## src/rtl/cpsf_pkg.sv

```systemverilog
/*
 * Shared constants for the processor flags register block: field positions,
 * reset values, bus offsets and widths.
 * Assumes a single 100 MHz core clock and an APB register bus with 32-bit data.
 */
package cpsf_pkg;

   // ************************************************************
   // Field positions of the processor flags register
   // ************************************************************
   localparam int unsigned CPSF_W = 8;
   localparam int unsigned CPSF_BIT_BORROW = 0;
   localparam int unsigned CPSF_BIT_NIBBLE_BORROW = 1;
   localparam int unsigned CPSF_BIT_ZERO = 2;
   localparam int unsigned CPSF_BIT_SLEEP_FLAG = 3;
   localparam int unsigned CPSF_BIT_WATCHDOG_EXPIRY_FLAG = 4;
   localparam int unsigned CPSF_BIT_BANK_SEL_LO = 5;
   localparam int unsigned CPSF_BIT_BANK_SEL_HI = 6;
   localparam int unsigned CPSF_BIT_INDIRECT_BANK_HIGH = 7;

   // ************************************************************
   // Masks and values after reset
   // ************************************************************
   localparam logic [7:0] CPSF_ARITH_MASK = 8'h07;
   localparam logic [7:0] CPSF_RESET_CAUSE_MASK = 8'h18;
   localparam logic [7:0] CPSF_BANK_MASK = 8'hE0;
   // Arithmetic flags are undefined at power-on; zero is used here.
   localparam logic [7:0] CPSF_RESET_VALUE = 8'h18;

   // ************************************************************
   // Register bus
   // ************************************************************
   localparam int unsigned CPSF_APB_AW = 8;
   localparam logic [7:0] CPSF_OFS_PROCESSOR_FLAGS = 8'h00;

   // ************************************************************
   // Data memory addressing widths
   // ************************************************************
   localparam int unsigned CPSF_DIR_AW = 7;
   localparam int unsigned CPSF_IND_AW = 8;

endpackage

```

## src/rtl/cpsf_flag_if.sv

```systemverilog
/*
 * Carrier between the flags register and its next-value logic.
 * Assumes both ends run on the same clock; the bundle is purely combinational.
 */
`timescale 1ns/1ps
interface cpsf_flag_if;
   import cpsf_pkg::*;

   logic [7:0] cur;
   logic [7:0] nxt;
   logic core_wr;
   logic [7:0] core_wdata;
   logic [2:0] flag_mask;
   logic alu_zero;
   logic alu_carry;
   logic alu_nibble_carry;
   logic alu_is_sub;
   logic clear_file_op;
   logic bus_wr;
   logic [7:0] bus_wdata;
   logic rc_load;
   logic [1:0] rc_value;

   modport owner (
      output cur,
      output core_wr,
      output core_wdata,
      output flag_mask,
      output alu_zero,
      output alu_carry,
      output alu_nibble_carry,
      output alu_is_sub,
      output clear_file_op,
      output bus_wr,
      output bus_wdata,
      output rc_load,
      output rc_value,
      input nxt
   );

   modport calc (
      input cur,
      input core_wr,
      input core_wdata,
      input flag_mask,
      input alu_zero,
      input alu_carry,
      input alu_nibble_carry,
      input alu_is_sub,
      input clear_file_op,
      input bus_wr,
      input bus_wdata,
      input rc_load,
      input rc_value,
      output nxt
   );

endinterface

```

## src/rtl/cpsf_flag_next.sv

```systemverilog
/*
 * Next-value logic of the processor flags register.
 * Assumes the owner holds the register and feeds back its current value.
 */
`timescale 1ns/1ps
module cpsf_flag_next (
   // Bundle from the register owner
   cpsf_flag_if.calc fl
);
   import cpsf_pkg::*;

   // ************************************************************
   // Flag logic results
   // ************************************************************
   // A subtract stores the inverted borrow, which a raw carry out of a + ~b + 1 would already be;
   // the ALU reports the true borrow on subtract, hence the inversion here.
   wire store_cy = fl.alu_is_sub ? ~fl.alu_carry : fl.alu_carry;
   wire store_dc = fl.alu_is_sub ? ~fl.alu_nibble_carry : fl.alu_nibble_carry;
   wire [7:0] flag_val = {5'h00, fl.alu_zero, store_dc, store_cy};
   wire [7:0] flag_sel = {5'h00, fl.flag_mask};

   // ************************************************************
   // Write sources
   // ************************************************************
   // Bus write first, instruction write over it: the core wins a same-cycle collision.
   wire [7:0] after_bus = fl.bus_wr ? fl.bus_wdata : fl.cur;
   wire [7:0] after_core = fl.core_wr ? fl.core_wdata : after_bus;
   // Clear-file on this register: bank bits clear, zero sets, the rest stay.
   wire [7:0] clr_val = (fl.cur & ~CPSF_BANK_MASK) | (8'h01 << CPSF_BIT_ZERO);
   wire [7:0] written = fl.clear_file_op ? clr_val : after_core;
   // Flag-producing instructions override whatever the write put in those bits.
   wire [7:0] with_flags = (written & ~flag_sel) | (flag_val & flag_sel);
   // Reset-cause bits ignore every write and change only from the reset logic.
   wire [7:0] rc_bits = fl.rc_load ? {3'h0, fl.rc_value, 3'h0} : (fl.cur & CPSF_RESET_CAUSE_MASK);

   assign fl.nxt = (with_flags & ~CPSF_RESET_CAUSE_MASK) | rc_bits;

endmodule

```

## src/rtl/cpsf_flags_reg.sv

```systemverilog
/*
 * Processor flags register with APB access and bank-select address forming.
 * Assumes instruction execution drives the core strobes for one cycle per
 * executed instruction, synchronous to clk, and an APB master on the bus side.
 */
// What this block does
// - The flags register accepts instruction writes like any other data register, within the bit limits below.
// - When a flag-producing instruction writes the register, zero, nibble borrow and borrow come from the flag logic.
// - The watchdog expiry and sleep flags ignore writes and read as one after power-on reset.
// - Layout from bit 7 is indirect bank high, bank select high and low, watchdog, sleep, zero, nibble borrow, borrow.
// - Clear-file on the register clears the three bank bits, sets zero and leaves the other bits alone.
// - On subtraction borrow and nibble borrow hold inverted borrows of the byte and the low nibble.
// - The bank bits choose which data-memory bank the direct and indirect paths reach.
`timescale 1ns/1ps
module cpsf_flags_reg #(
   parameter int unsigned DIR_AW = cpsf_pkg::CPSF_DIR_AW,
   parameter int unsigned IND_AW = cpsf_pkg::CPSF_IND_AW
) (
   // Clock and reset
   input wire logic clk,
   input wire logic rst_b,
   // APB slave
   input wire logic psel,
   input wire logic penable,
   input wire logic pwrite,
   input wire logic [cpsf_pkg::CPSF_APB_AW-1:0] paddr,
   input wire logic [31:0] pwdata,
   output logic [31:0] prdata,
   output logic pready,
   output logic pslverr,
   // Instruction execution
   input wire logic core_wr,
   input wire logic [cpsf_pkg::CPSF_W-1:0] core_wdata,
   input wire logic [2:0] flag_mask,
   input wire logic alu_zero,
   input wire logic alu_carry,
   input wire logic alu_nibble_carry,
   input wire logic alu_is_sub,
   input wire logic clear_file_op,
   // Reset-cause logic
   input wire logic rc_load,
   input wire logic watchdog_expiry_src,
   input wire logic sleep_src,
   // Data memory addressing
   input wire logic [DIR_AW-1:0] dir_addr,
   input wire logic [IND_AW-1:0] ind_ptr,
   output logic [DIR_AW+1:0] dir_mem_addr,
   output logic [IND_AW:0] ind_mem_addr,
   // Register view
   output logic [cpsf_pkg::CPSF_W-1:0] processor_flags
);
   import cpsf_pkg::*;

   // ************************************************************
   // Parameter checks
   // ************************************************************
   // The bank bits are prepended to both addresses, so each width must leave room for them.
   if (DIR_AW < 1 || DIR_AW > 16) begin : g_bad_dir_aw
      $error("cpsf_flags_reg: DIR_AW must lie in 1..16");
   end
   if (IND_AW < 1 || IND_AW > 16) begin : g_bad_ind_aw
      $error("cpsf_flags_reg: IND_AW must lie in 1..16");
   end

   // ************************************************************
   // State
   // ************************************************************
   logic [7:0] flags_q;
   logic [7:0] flags_d;
   // One-hot states of the bus answer sequencer.
   typedef enum logic [1:0] {
      CPSF_RSP_IDLE = 2'b01,
      CPSF_RSP_ANSWER = 2'b10
   } cpsf_rsp_t;
   cpsf_rsp_t rsp_q;
   cpsf_rsp_t rsp_d;
   logic pready_q;
   logic pslverr_q;
   logic [31:0] prdata_q;
   logic [DIR_AW+1:0] dir_mem_addr_q;
   logic [IND_AW:0] ind_mem_addr_q;

   // ************************************************************
   // APB decode
   // ************************************************************
   // Zero-wait answer one cycle after setup: response is prepared during setup so
   // every bus output can come straight from a flop.
   wire setup_ph = psel & ~penable;
   wire hit = (paddr == CPSF_OFS_PROCESSOR_FLAGS);
   wire answer_d = (rsp_d == CPSF_RSP_ANSWER);
   // The write lands only at the edge that completes the access, never during setup.
   wire bus_wr = psel & penable & pready_q & pwrite & hit;
   wire [31:0] rd_word = hit ? {24'h000000, flags_q} : 32'h00000000;
   wire pslverr_d = answer_d & ~hit;
   wire [31:0] prdata_d = (answer_d & ~pwrite) ? rd_word : 32'h00000000;

   // A setup is answered only from idle, so a master that drops penable in the
   // middle of an access cannot stretch one answer into two.
   always_comb begin
      rsp_d = CPSF_RSP_IDLE;
      unique case (rsp_q)
         CPSF_RSP_IDLE: begin
            rsp_d = setup_ph ? CPSF_RSP_ANSWER : CPSF_RSP_IDLE;
         end
         CPSF_RSP_ANSWER: begin
            rsp_d = CPSF_RSP_IDLE;
         end
      endcase
   end

   // ************************************************************
   // Next-value logic
   // ************************************************************
   cpsf_flag_if fl ();

   assign fl.cur = flags_q;
   assign fl.core_wr = core_wr;
   assign fl.core_wdata = core_wdata;
   assign fl.flag_mask = flag_mask;
   assign fl.alu_zero = alu_zero;
   assign fl.alu_carry = alu_carry;
   assign fl.alu_nibble_carry = alu_nibble_carry;
   assign fl.alu_is_sub = alu_is_sub;
   assign fl.clear_file_op = clear_file_op;
   assign fl.bus_wr = bus_wr;
   assign fl.bus_wdata = pwdata[7:0];
   assign fl.rc_load = rc_load;
   assign fl.rc_value = {watchdog_expiry_src, sleep_src};
   assign flags_d = fl.nxt;

   cpsf_flag_next u_next (
      .fl(fl.calc)
   );

   // ************************************************************
   // Bank-select address forming
   // ************************************************************
   wire bank_sel_hi = flags_q[CPSF_BIT_BANK_SEL_HI];
   wire bank_sel_lo = flags_q[CPSF_BIT_BANK_SEL_LO];
   wire indirect_bank_high = flags_q[CPSF_BIT_INDIRECT_BANK_HIGH];
   // Four direct banks of 2**DIR_AW registers each; the indirect path reaches two
   // halves of its space through the one extra pointer bit.
   wire [DIR_AW+1:0] dir_next = {bank_sel_hi, bank_sel_lo, dir_addr};
   wire [IND_AW:0] ind_next = {indirect_bank_high, ind_ptr};

   // ************************************************************
   // Registers
   // ************************************************************
   always_ff @(posedge clk or negedge rst_b) begin
      if (!rst_b) begin
         flags_q <= CPSF_RESET_VALUE;
      end else begin
         flags_q <= flags_d;
      end
   end

   always_ff @(posedge clk or negedge rst_b) begin
      if (!rst_b) begin
         rsp_q <= CPSF_RSP_IDLE;
      end else begin
         rsp_q <= rsp_d;
      end
   end

   // The answer flops load from the sequencer's next state, so pready stays a flop output.
   always_ff @(posedge clk or negedge rst_b) begin
      if (!rst_b) begin
         pready_q <= 1'b0;
      end else begin
         pready_q <= answer_d;
      end
   end

   always_ff @(posedge clk or negedge rst_b) begin
      if (!rst_b) begin
         pslverr_q <= 1'b0;
      end else begin
         pslverr_q <= pslverr_d;
      end
   end

   always_ff @(posedge clk or negedge rst_b) begin
      if (!rst_b) begin
         prdata_q <= 32'h00000000;
      end else begin
         prdata_q <= prdata_d;
      end
   end

   // Addresses lag the flags by one cycle; a bank change is seen on the next access.
   always_ff @(posedge clk or negedge rst_b) begin
      if (!rst_b) begin
         dir_mem_addr_q <= '0;
      end else begin
         dir_mem_addr_q <= dir_next;
      end
   end

   always_ff @(posedge clk or negedge rst_b) begin
      if (!rst_b) begin
         ind_mem_addr_q <= '0;
      end else begin
         ind_mem_addr_q <= ind_next;
      end
   end

   // ************************************************************
   // Outputs
   // ************************************************************
   assign prdata = prdata_q;
   assign pready = pready_q;
   assign pslverr = pslverr_q;
   assign dir_mem_addr = dir_mem_addr_q;
   assign ind_mem_addr = ind_mem_addr_q;
   assign processor_flags = flags_q;

endmodule

```

## config.mk

```make
export PLATFORM = sky130hd
export DESIGN_NAME = cpsf_flags_reg
export DESIGN_NICKNAME = d
export VERILOG_FILES = /design/src/rtl/cpsf_pkg.sv /design/src/rtl/cpsf_flag_if.sv /design/src/rtl/cpsf_flag_next.sv /design/src/rtl/cpsf_flags_reg.sv
export SDC_FILE = /design/constraint.sdc
export NUM_CORES = 1
export LEC_CHECK = 0
export ABC_AREA = 0
export BUFFER_PORTS_ARGS = -buffer_cell sky130_fd_sc_hd__buf_2
export CORE_UTILIZATION = 37
export CTS_BUF_LIST = sky130_fd_sc_hd__clkbuf_16
export CTS_CLUSTER_DIAMETER = 200
export DETAILED_ROUTE_END_ITERATION = 7
export PLACE_DENSITY = 0.76
export RECOVER_POWER = 50
export SETUP_SLACK_MARGIN = 0.02
export SYNTH_ARGS = -nofsm -noshare
export SYNTH_HDL_FRONTEND = slang
export SYNTH_SLANG_ARGS = --single-unit
```

## constraint.sdc

```tcl
create_clock -name clk -period 2.1 [get_ports clk]
set_clock_uncertainty 0.2 [all_clocks]
set_input_delay 0.315 -clock clk [delete_from_list [all_inputs] [get_ports clk]]
set_output_delay 0.315 -clock clk [all_outputs]
set_load 0.05 [all_outputs]
```

==> flow_summary_export.csv, run 1 <==
group,metric,value,unit
synth,ys_types,28,
routing,drt.antenna.violating_nets,0,
timing,final.min_clock_period,1730,ps
cts,cts_tree,"yes",
floorplan,core-area,0.00409,mm2
timing,slew_headroom,40.2,%
synth,synthXorXnorAreaFrac,1.09,%
routing,drt_iter0_drc,47,
cts,ctsResizeCount,0,
floorplan,fp.dieW,67.8,um
placed_design,port_buffers,87,
timing,rsz0062_at_grt,"no",
timing,fmax,0.578,GHz
setup_path,crit_start,"paddr[5]",
finish,mostFrequentLayoutCell,"buf_2",
timing,hold_viol,0,
timing,final.setup.tns,0,ps
timing,setup_viol_count_final,0,
cts,clk_latency,270,ps
synth,yosys_warnings,0,
global_routing,first_global_vias,1206,
floorplan,ioPinCount,140,
timing,post-route-period-util,82.4,%
placed_design,place_hpwl,2.63,mm
synth,synthMuxAreaShare,0,%
setup_path,arrival,1660,ps
synth,synth-seq-area-share,59.6,%
synth,synth-seq-cells,38,
synth,ys_async_sr_fraction,100,%
hold_path,min_path_type,"in -> reg",
setup_path,critPathKind,"in -> reg",
cts,cts_setup_buffers,0,
finish,nets,317,
routing,wl_per_cell,13.3,um
floorplan,initial_core_util,39.2,%
timing,slew_viol_final,0,
cts,clk_path_buf_depth,2,
synth,synth_compound_area_share,10.3,%
global_routing,grt_first_pass_wirelength,5.51,mm
synth,synthAdderAreaFrac,0,%
routing,drt_wl_total,3.83,mm
finish,antenna_cells,0,
finish,mostFrequentLayoutCells,"57 x buf_2, 35 x dfrtp_1, 29 x clkbuf_1, 24 x conb_1, 16 x dlygate4sd3_1",
floorplan,rows,23,
setup_path,end_kind,"flip-flop",
routing,avgViaCountPerCell,4.64,
setup_path,crit-reg2reg-launch,"rsp_q[0]$_DFF_PN1_",
global_routing,grt-ovfl-total,0,
cts,clk_pin_slew_worst_paths,60,ps
global_routing,grt_use_total,17.1,%
synth,synthCells,134,
setup_path,startpoint_type,"primary input",
setup_path,crit_fanout,6,
power_and_ir_drop,leakage,1.08,nW
synth,syn_area_per_cell,12.0,um2
cts,ctsHtreeMaxLevel,2,
finish,areaGrowthSynthToFinish,40.1,%
cts,ctsRootBufferMaster,"clkbuf_16",
cts,clkSinkCount,38,
power_and_ir_drop,irDropWorstVdd,299,uV
setup_path,reg2reg_slack,410,ps
cts,hold_buffers,16,
synth,synth-simple-area-share,12.9,%
global_routing,antenna_found_initial,0,
finish,drive_gt1_share,29.4,%
timing,tightest_slew,897,ps
floorplan,die_h,67.8,um
placed_design,place_congestion,0.728,
global_routing,grt_max_degree,39,
routing,drcViolationCount,0,
job,cap_violations,0,
power_and_ir_drop,powerDensity,838,mW/mm2
cts,numCtsBuffers,5,
synth,synth_ff_type,"dfrtp_1",
synth,synth_area,0.00160,mm2
routing,dr.pass1.iters,4,
finish,fin_util,54.9,%
setup_path,required,2030,ps
synth,synth_top_family_by_area,"buffers and inverters",
hold_path,hp-start,"flag_mask[0]",
run_status,status,"finished, final reports clean",
routing,num_vias,1336,
synth,synth_enable_flop_cells,0,
floorplan,die_area,0.00460,mm2
## registers in the layout, summed over array words and instances (netlist names), named ones only
| register | cells |
|---|---|
| ind_mem_addr | 9 |
| prdata | 8 |
| pready | 1 |
| dir_mem_addr | 9 |
| pslverr | 1 |
| processor_flags | 6 |
| rsp_q | 2 |
## metrics by stage
step                      hold slack, ps  instance area (um2)  cells  worst slack [ps]  power (W)
after detailed placement             224                 1980    264               114    0.00119
after global routing                25.6                 2240    288               298    0.00196
after CTS                           14.8                 2280    288               394    0.00190
final                               18.5                 2240    288               370    0.00188
after floorplan                     -181                 1690    157               361    0.00110
after global placement               210                 1980    264               151    0.00118
## metal layers
metal,global-route usage (%),routed length (um),vias up
met4,7.81,63,0
li1,-,-,632
met3,5.41,448,6
met1,17.6,1430,608
met5,0,0,-
met2,31.2,1890,90
## synthesized netlist by cell type, types with 3 or more instances
library cell | number | area (um2)
dfrtp_1 | 35 | 876
o31ai_1 | 4 | 30.0
nand4_1 | 4 | 25.0
nand2_1 | 3 | 11.3
dfstp_2 | 3 | 78.8
a221oi_1 | 5 | 43.8
inv_1 | 13 | 48.8
buf_4 | 24 | 180
a41oi_1 | 3 | 26.3
nor3b_1 | 4 | 30.0
nor3_1 | 9 | 45.0
## report_power, final
group	switching, W	internal (W)	leakage [nW]
combinational	0.000305	0.0000952	0.535
clock	0.000259	0.000430	0.0748
sequential	0.0000186	0.000773	0.468
## worst paths after layout
path	depth (start not counted)	end
setup / recovery	4	flip-flop
setup reg to reg	3	prdata[3]$_DFF_PN0_
hold / removal	2	flip-flop
hold reg to reg	0	ind_mem_addr[8]$_DFF_PN0_
max in group asynchronous	2	dir_mem_addr[5]$_DFF_PN0_
min in group asynchronous	2	ind_mem_addr[1]$_DFF_PN0_
## worst max-delay path: stages
cell,delay [ps]
buf_2,120
or4_1,680
o311ai_1,400
a32oi_1,150
## final cells by class
type | instances | area (um2)
Timing Repair Buffer | 103 | 559
Tap cell | 50 | 62.6
Sequential cell | 38 | 955
Multi-Input combinational cell | 76 | 479
Clock buffer | 5 | 125
Clock inverter | 3 | 13.8
Fill cell | 377 | 1840
Inverter | 13 | 48.8
## kinds of logic (layout without fill, tap and decap cells)
group | Yosys count | in the layout
buffers and inverters | 43 | 124
AND/OR/NAND/NOR | 29 | 29
AO/OA/AOI/OAI | 21 | 21
XOR/XNOR | 2 | 2
other | 1 | 24
flip-flops | 38 | 38
No activity file was read; power rests on OpenSTA's default activity.
==> run 2, diff against run 1 <==
- clock period: 2.1 -> 1.7 ns (I/O delays scaled with it)
==> flow_summary_export.csv, run 2 (synthesized netlist as in run 1, its figures left out) <==
group,metric,value,unit
floorplan,fp.dieW,67.8,um
setup_path,cp.depth,4,
floorplan,initial_core_util,39.2,%
global_routing,grt_first_pass_wirelength,5.60,mm
finish,mostFrequentLayoutCells,"86 x buf_2, 34 x dfrtp_1, 24 x conb_1, 21 x dlygate4sd3_1, 13 x inv_1",
setup_path,end_kind,"flip-flop",
setup_path,critPathKind,"in -> reg",
cts,cts_tree,"yes",
timing,post-route-period-util,93.9,%
floorplan,rows,23,
floorplan,die_h,67.8,um
power_and_ir_drop,irDropWorstVdd,593,uV
global_routing,grt_max_degree,39,
routing,avgViaCountPerCell,4.64,
timing,setup_viol_count_final,0,
power_and_ir_drop,leakage,1.27,nW
timing,hold_ws,3.25,ps
finish,nets,335,
finish,fin_util,60.6,%
routing,drt_wl_total,3.77,mm
power_and_ir_drop,powerDensity,1080,mW/mm2
placed_design,place_hpwl,2.65,mm
run_status,status,"finished, final reports clean",
routing,num_vias,1421,
setup_path,crit-reg2reg-launch,"rsp_q[0]$_DFF_PN1_",
placed_design,post-place-ws,-154,ps
timing,tightest_slew,821,ps
setup_path,crit_slowest_cell,"or4_1",
cts,clkSinkCount,38,
timing,rsz0062_at_grt,"no",
setup_path,required,1640,ps
global_routing,grt-ovfl-total,0,
finish,fin_cells,306,
global_routing,first_global_vias,1309,
setup_path,reg2regPathDepth,3,
floorplan,core-area,0.00409,mm2
timing,slew_viol_final,0,
setup_path,path_buf_inv,1,
finish,mostFrequentLayoutCell,"buf_2",
routing,dr.pass1.iters,4,
timing,worst_slack,103,ps
finish,regArea,956,um2
cts,clk_path_buf_depth,2,
routing,drcViolationCount,0,
floorplan,ioPinCount,140,
cts,numCtsBuffers,5,
finish,multi_input_area,483,um2
cts,clk_latency,270,ps
setup_path,crit_start,"paddr[5]",
routing,drt.antenna.violating_nets,0,
finish,drive_gt1_share,43.8,%
placed_design,placedCellCount,277,
timing,slew_headroom,45.3,%
placed_design,port_buffers,87,
setup_path,r2r-end,"prdata[1]$_DFF_PN0_",
setup_path,crit_fanout,6,
setup_path,arrival,1540,ps
finish,antenna_cells,0,
setup_path,startpoint_type,"primary input",
setup_path,cp_cell_sequence,"buf_2 -> or4_1 -> o311ai_1 -> a32oi_1",
timing,fmax,0.626,GHz
setup_path,cpLargestDelayFamily,"simple AND/OR/NAND/NOR gates",
routing,wl_per_cell,12.3,um
routing,drt_iter0_drc,47,
finish,areaGrowthSynthToFinish,54.7,%
cts,ctsHtreeMaxLevel,2,
timing,hold_viol,0,
setup_path,slowest_delay,680,ps
cts,clk_pin_slew_worst_paths,50,ps
setup_path,reg2reg_slack,130,ps
hold_path,min_path_type,"in -> reg",
placed_design,place_congestion,0.784,
cts,ctsRootBufferMaster,"clkbuf_16",
global_routing,grt_use_total,16.9,%
job,cap_violations,0,
floorplan,die_area,0.00460,mm2
timing,final.min_clock_period,1600,ps
finish,fillers,343,
global_routing,antenna_found_initial,0,
-- run 2: cell types whose count changed in the layout (fill, tap and decap cells not counted), sizes merged --
cell / before / now
buf: 57 / 98
clkbuf: 35 / 7
dlygate4sd3: 16 / 21
bufinv: 0 / 2
clkinv: 2 / 1
inv: 14 / 13
-- run 2: area by class of cell --
cell class / instances / share of cell area (%)
flip-flops and latches: 38 / 38.6
clock inverters: 3 / 2.58
multi-input cells: 76 / 19.5
well taps: 50 / 2.53
clock buffers: 5 / 5.05
repair buffers: 121 / 29.8
inverters: 13 / 1.97
-- run 2: worst min-delay path by stage --
| stage | endpoint | slack [ps] | start | cells past startpoint |
|---|---|---|---|---|
| after floorplan | async pin | -240 | rst_b | 0 |
| after global placement | dir_mem_addr[3]$_DFF_PN0_ | 120 | rst_b | 2 |
| after detailed placement | dir_mem_addr[3]$_DFF_PN0_ | 120 | rst_b | 2 |
| after CTS | rsp_q[1]$_DFF_PN0_ | 3 | penable | 2 |
| after global routing | processor_flags[3]$_DFFE_PN1P_ | 20 | sleep_src | 3 |
| final | processor_flags[3]$_DFFE_PN1P_ | 3 | sleep_src | 3 |
-- run 2: what timing repair did --
action,4_1_cts,5_1_grt
endpoints found under the setup margin,4,0
endpoints found under the hold margin,55,0
hold buffers,21,0
buffers inserted,0,0
resized for setup,1,0
-- run 2: power by group --
part	total [W]	internal [W]	switching [W]	leakage, nW
Sequential	0.000977	0.000954	0.0000227	0.467
Clock	0.00116	0.000834	0.000330	0.0915
Combinational	0.000527	0.000148	0.000379	0.711
Total	0.00267	0.00194	0.000732	1.27
-- run 2: worst reg2reg max path: cells and delay by family (launching register included) --
family | cells | cell delay [ps]
AND/OR/NAND/NOR | 3 | 770
flip-flops | 1 | 510
-- run 2: layer usage --
metal,global-route usage (%),wire length (um)
met5,0,0
met4,8.59,44
met3,5.24,488
met2,30.4,1860
met1,17.5,1380
-- run 2: metrics by stage --
stage                     area [um2]  total power [W]  TNS (ps)
final                           2480          0.00267         0
after floorplan                 1690          0.00136         0
after global routing            2480          0.00278         0
after CTS                       2480          0.00269         0
after global placement          2080          0.00148      -467
after detailed placement        2080          0.00148      -540
==> run 3, diff against run 2 <==
- BUFFER_PORTS_ARGS: -buffer_cell sky130_fd_sc_hd__buf_2 -> default
- CORE_ASPECT_RATIO: default -> 0.5
- CORE_UTILIZATION: 37 -> 55
- DONT_BUFFER_PORTS: default -> 1
- PLACE_DENSITY: 0.76 -> 0.67
==> flow_summary_export.csv, run 3 (synthesized netlist as in run 1, its figures left out) <==
group,metric,value,unit
setup_path,path_buf_inv,1,
run_status,status,"complete, but fails checks",
setup_path,end_kind,"flip-flop",
power_and_ir_drop,combPwrFrac,13.1,%
setup_path,critPathKind,"reg -> reg",
floorplan,initial_core_util,59.7,%
power_and_ir_drop,powerDensity,1200,mW/mm2
timing,slew_viol_final,0,
routing,avgViaCountPerCell,5.24,
cts,clk_pin_slew_worst_paths,60,ps
routing,drt_iter0_drc,39,
setup_path,cpLargestDelayFamily,"simple AND/OR/NAND/NOR gates",
routing,top_layer,"met4",
setup_path,required,1680,ps
setup_path,crit_slowest_cell,"dfstp_2",
cts,clk_path_buf_depth,2,
global_routing,grt-ovfl-total,0,
routing,dr.pass1.iters,4,
timing,hold_ws,-18.0,ps
cts,cts_tree,"yes",
cts,ctsRootBufferMaster,"clkbuf_16",
routing,dr_wl_met2,1.76,mm
hold_path,hold_depth,2,
timing,final.setup.tns,0,ps
power_and_ir_drop,power_frac_seq,41.6,%
floorplan,rows,13,
timing,tightest_slew,884,ps
routing,wl_met3,312,um
cts,ctsHtreeMaxLevel,2,
routing,wl_per_cell,16.7,um
finish,fin_cells,218,
finish,mostFrequentLayoutCells,"35 x dlygate4sd3_1, 34 x dfrtp_1, 24 x conb_1, 13 x inv_1, 8 x buf_4",
placed_design,post-place-ws,-69.0,ps
timing,post-route-period-util,97.2,%
floorplan,die_h,40.2,um
hold_path,hp-start,"alu_nibble_carry",
finish,fillers,155,
power_and_ir_drop,power_frac_clock,45.3,%
routing,drt-met1-wl,1.52,mm
timing,fmax,0.605,GHz
setup_path,arrival,1630,ps
hold_path,min_path_type,"in -> reg",
cts,clkSinkCount,38,
setup_path,reg2reg_slack,50,ps
power_and_ir_drop,leakage,0.964,nW
timing,setup_viol_count_final,0,
placed_design,port_buffers,0,
global_routing,first_global_vias,1008,
routing,drt.antenna.violating_nets,0,
floorplan,ioPinCount,140,
setup_path,r2r-end,"prdata[3]$_DFF_PN0_",
setup_path,startpoint_type,"flip-flop",
power_and_ir_drop,irDropWorstVdd,668,uV
job,cap_violations,0,
finish,drive_gt1_share,15.5,%
placed_design,placedCellCount,174,
floorplan,core-area,0.00268,mm2
setup_path,slowest_delay,510,ps
timing,worst_slack,47.4,ps
finish,nets,260,
run_status,violations,"hold timing",
routing,drcViolationCount,0,
timing,final.min_clock_period,1650,ps
finish,antenna_cells,0,
power_and_ir_drop,internal_power,0.00190,W
cts,numCtsBuffers,5,
timing,hold_viol,1,
placed_design,place_hpwl,2.30,mm
placed_design,place_congestion,0.767,
global_routing,grt_use_total,22.5,%
setup_path,reg2regPathDepth,4,
setup_path,cp_cell_sequence,"nor2b_1 -> or4b_1 -> buf_6 -> nor3_1",
floorplan,fp.dieW,78.3,um
global_routing,antenna_found_initial,0,
global_routing,grt_max_degree,39,
cts,clk_latency,270,ps
finish,areaGrowthSynthToFinish,35.8,%
routing,num_vias,1143,
timing,rsz0062_at_grt,"yes",
setup_path,crit-reg2reg-launch,"rsp_q[0]$_DFF_PN1_",
global_routing,grt_first_pass_wirelength,4.95,mm
power_and_ir_drop,p_sw,0.000719,W
setup_path,crit_fanout,8,
power_and_ir_drop,swShare,27.4,%
finish,mostFrequentLayoutCell,"dlygate4sd3_1",
cts,cts_setup_buffers,0,
routing,drt_wl_total,3.63,mm
timing,slew_headroom,41.1,%
floorplan,die_area,0.00314,mm2
## run 3: cell types whose count changed in the layout (fill, tap and decap cells not counted), moves of 4 or more
cell and change:
buf_2 -86, dlygate4sd3_1 +14, buf_4 -4, nor3_1 -4
nor3_2 +4
## run 3: how the worst max path moves through the flow
stage | start | end | slack, ps | cells after the start
floorplan | paddr[5] | flip-flop | 80 | 4
global placement | paddr[5] | processor_flags[6]$_DFFE_PN0P_ | -30 | 4
detailed placement | paddr[5] | processor_flags[6]$_DFFE_PN0P_ | -70 | 4
CTS | rsp_q[0]$_DFF_PN1_ | prdata[5]$_DFF_PN0_ | 60 | 4
global route | rsp_q[0]$_DFF_PN1_ | prdata[3]$_DFF_PN0_ | -40 | 4
finish | rsp_q[0]$_DFF_PN1_ | prdata[3]$_DFF_PN0_ | 50 | 4
## run 3: area by class of cell
class                   count  area, um2  area share [%]
clock inverters             3       68.8            3.16
well taps                  37       46.3            2.13
flip-flops and latches     38        956            44.0
clock buffers               5        125            5.75
inverters                  13       48.8            2.24
multi-input cells          76        499            23.0
repair buffers             46        430            19.8
## run 3: power groups by stage
stage | registers (W) | clock network (W) | logic [W]
after floorplan | 0.00114 | 0 | 0.000220
after global placement | 0.00110 | 0 | 0.000249
after detailed placement | 0.00111 | 0 | 0.000251
after CTS | 0.00109 | 0.00119 | 0.000347
after global routing | 0.00109 | 0.00124 | 0.000364
final | 0.00109 | 0.00119 | 0.000342
## run 3: metrics by stage
| step | hold WS [ps] | instance area, um2 | util [%] | power (W) |
|---|---|---|---|---|
| final | -18.0 | 2170 | 81.0 | 0.00262 |
| after global placement | -240 | 1610 | 59.8 | 0.00135 |
| after detailed placement | -240 | 1610 | 59.8 | 0.00136 |
| after CTS | 4.03 | 2180 | 81.2 | 0.00263 |
| after floorplan | -241 | 1690 | - | 0.00136 |
| after global routing | 11.1 | 2170 | 81.0 | 0.00270 |
## run 3: routing by layer
metal,global-route usage (%),vias to the layer above
met1,26.2,552
met2,38.6,70
met3,8.41,4
met5,0,-
met4,12.0,0
li1,-,517
## run 3: what timing repair did
action,4_1_cts,5_1_grt
hold endpoints to repair,65,0
resized for setup,0,5
hold buffers,37,0
setup endpoints to repair,0,8
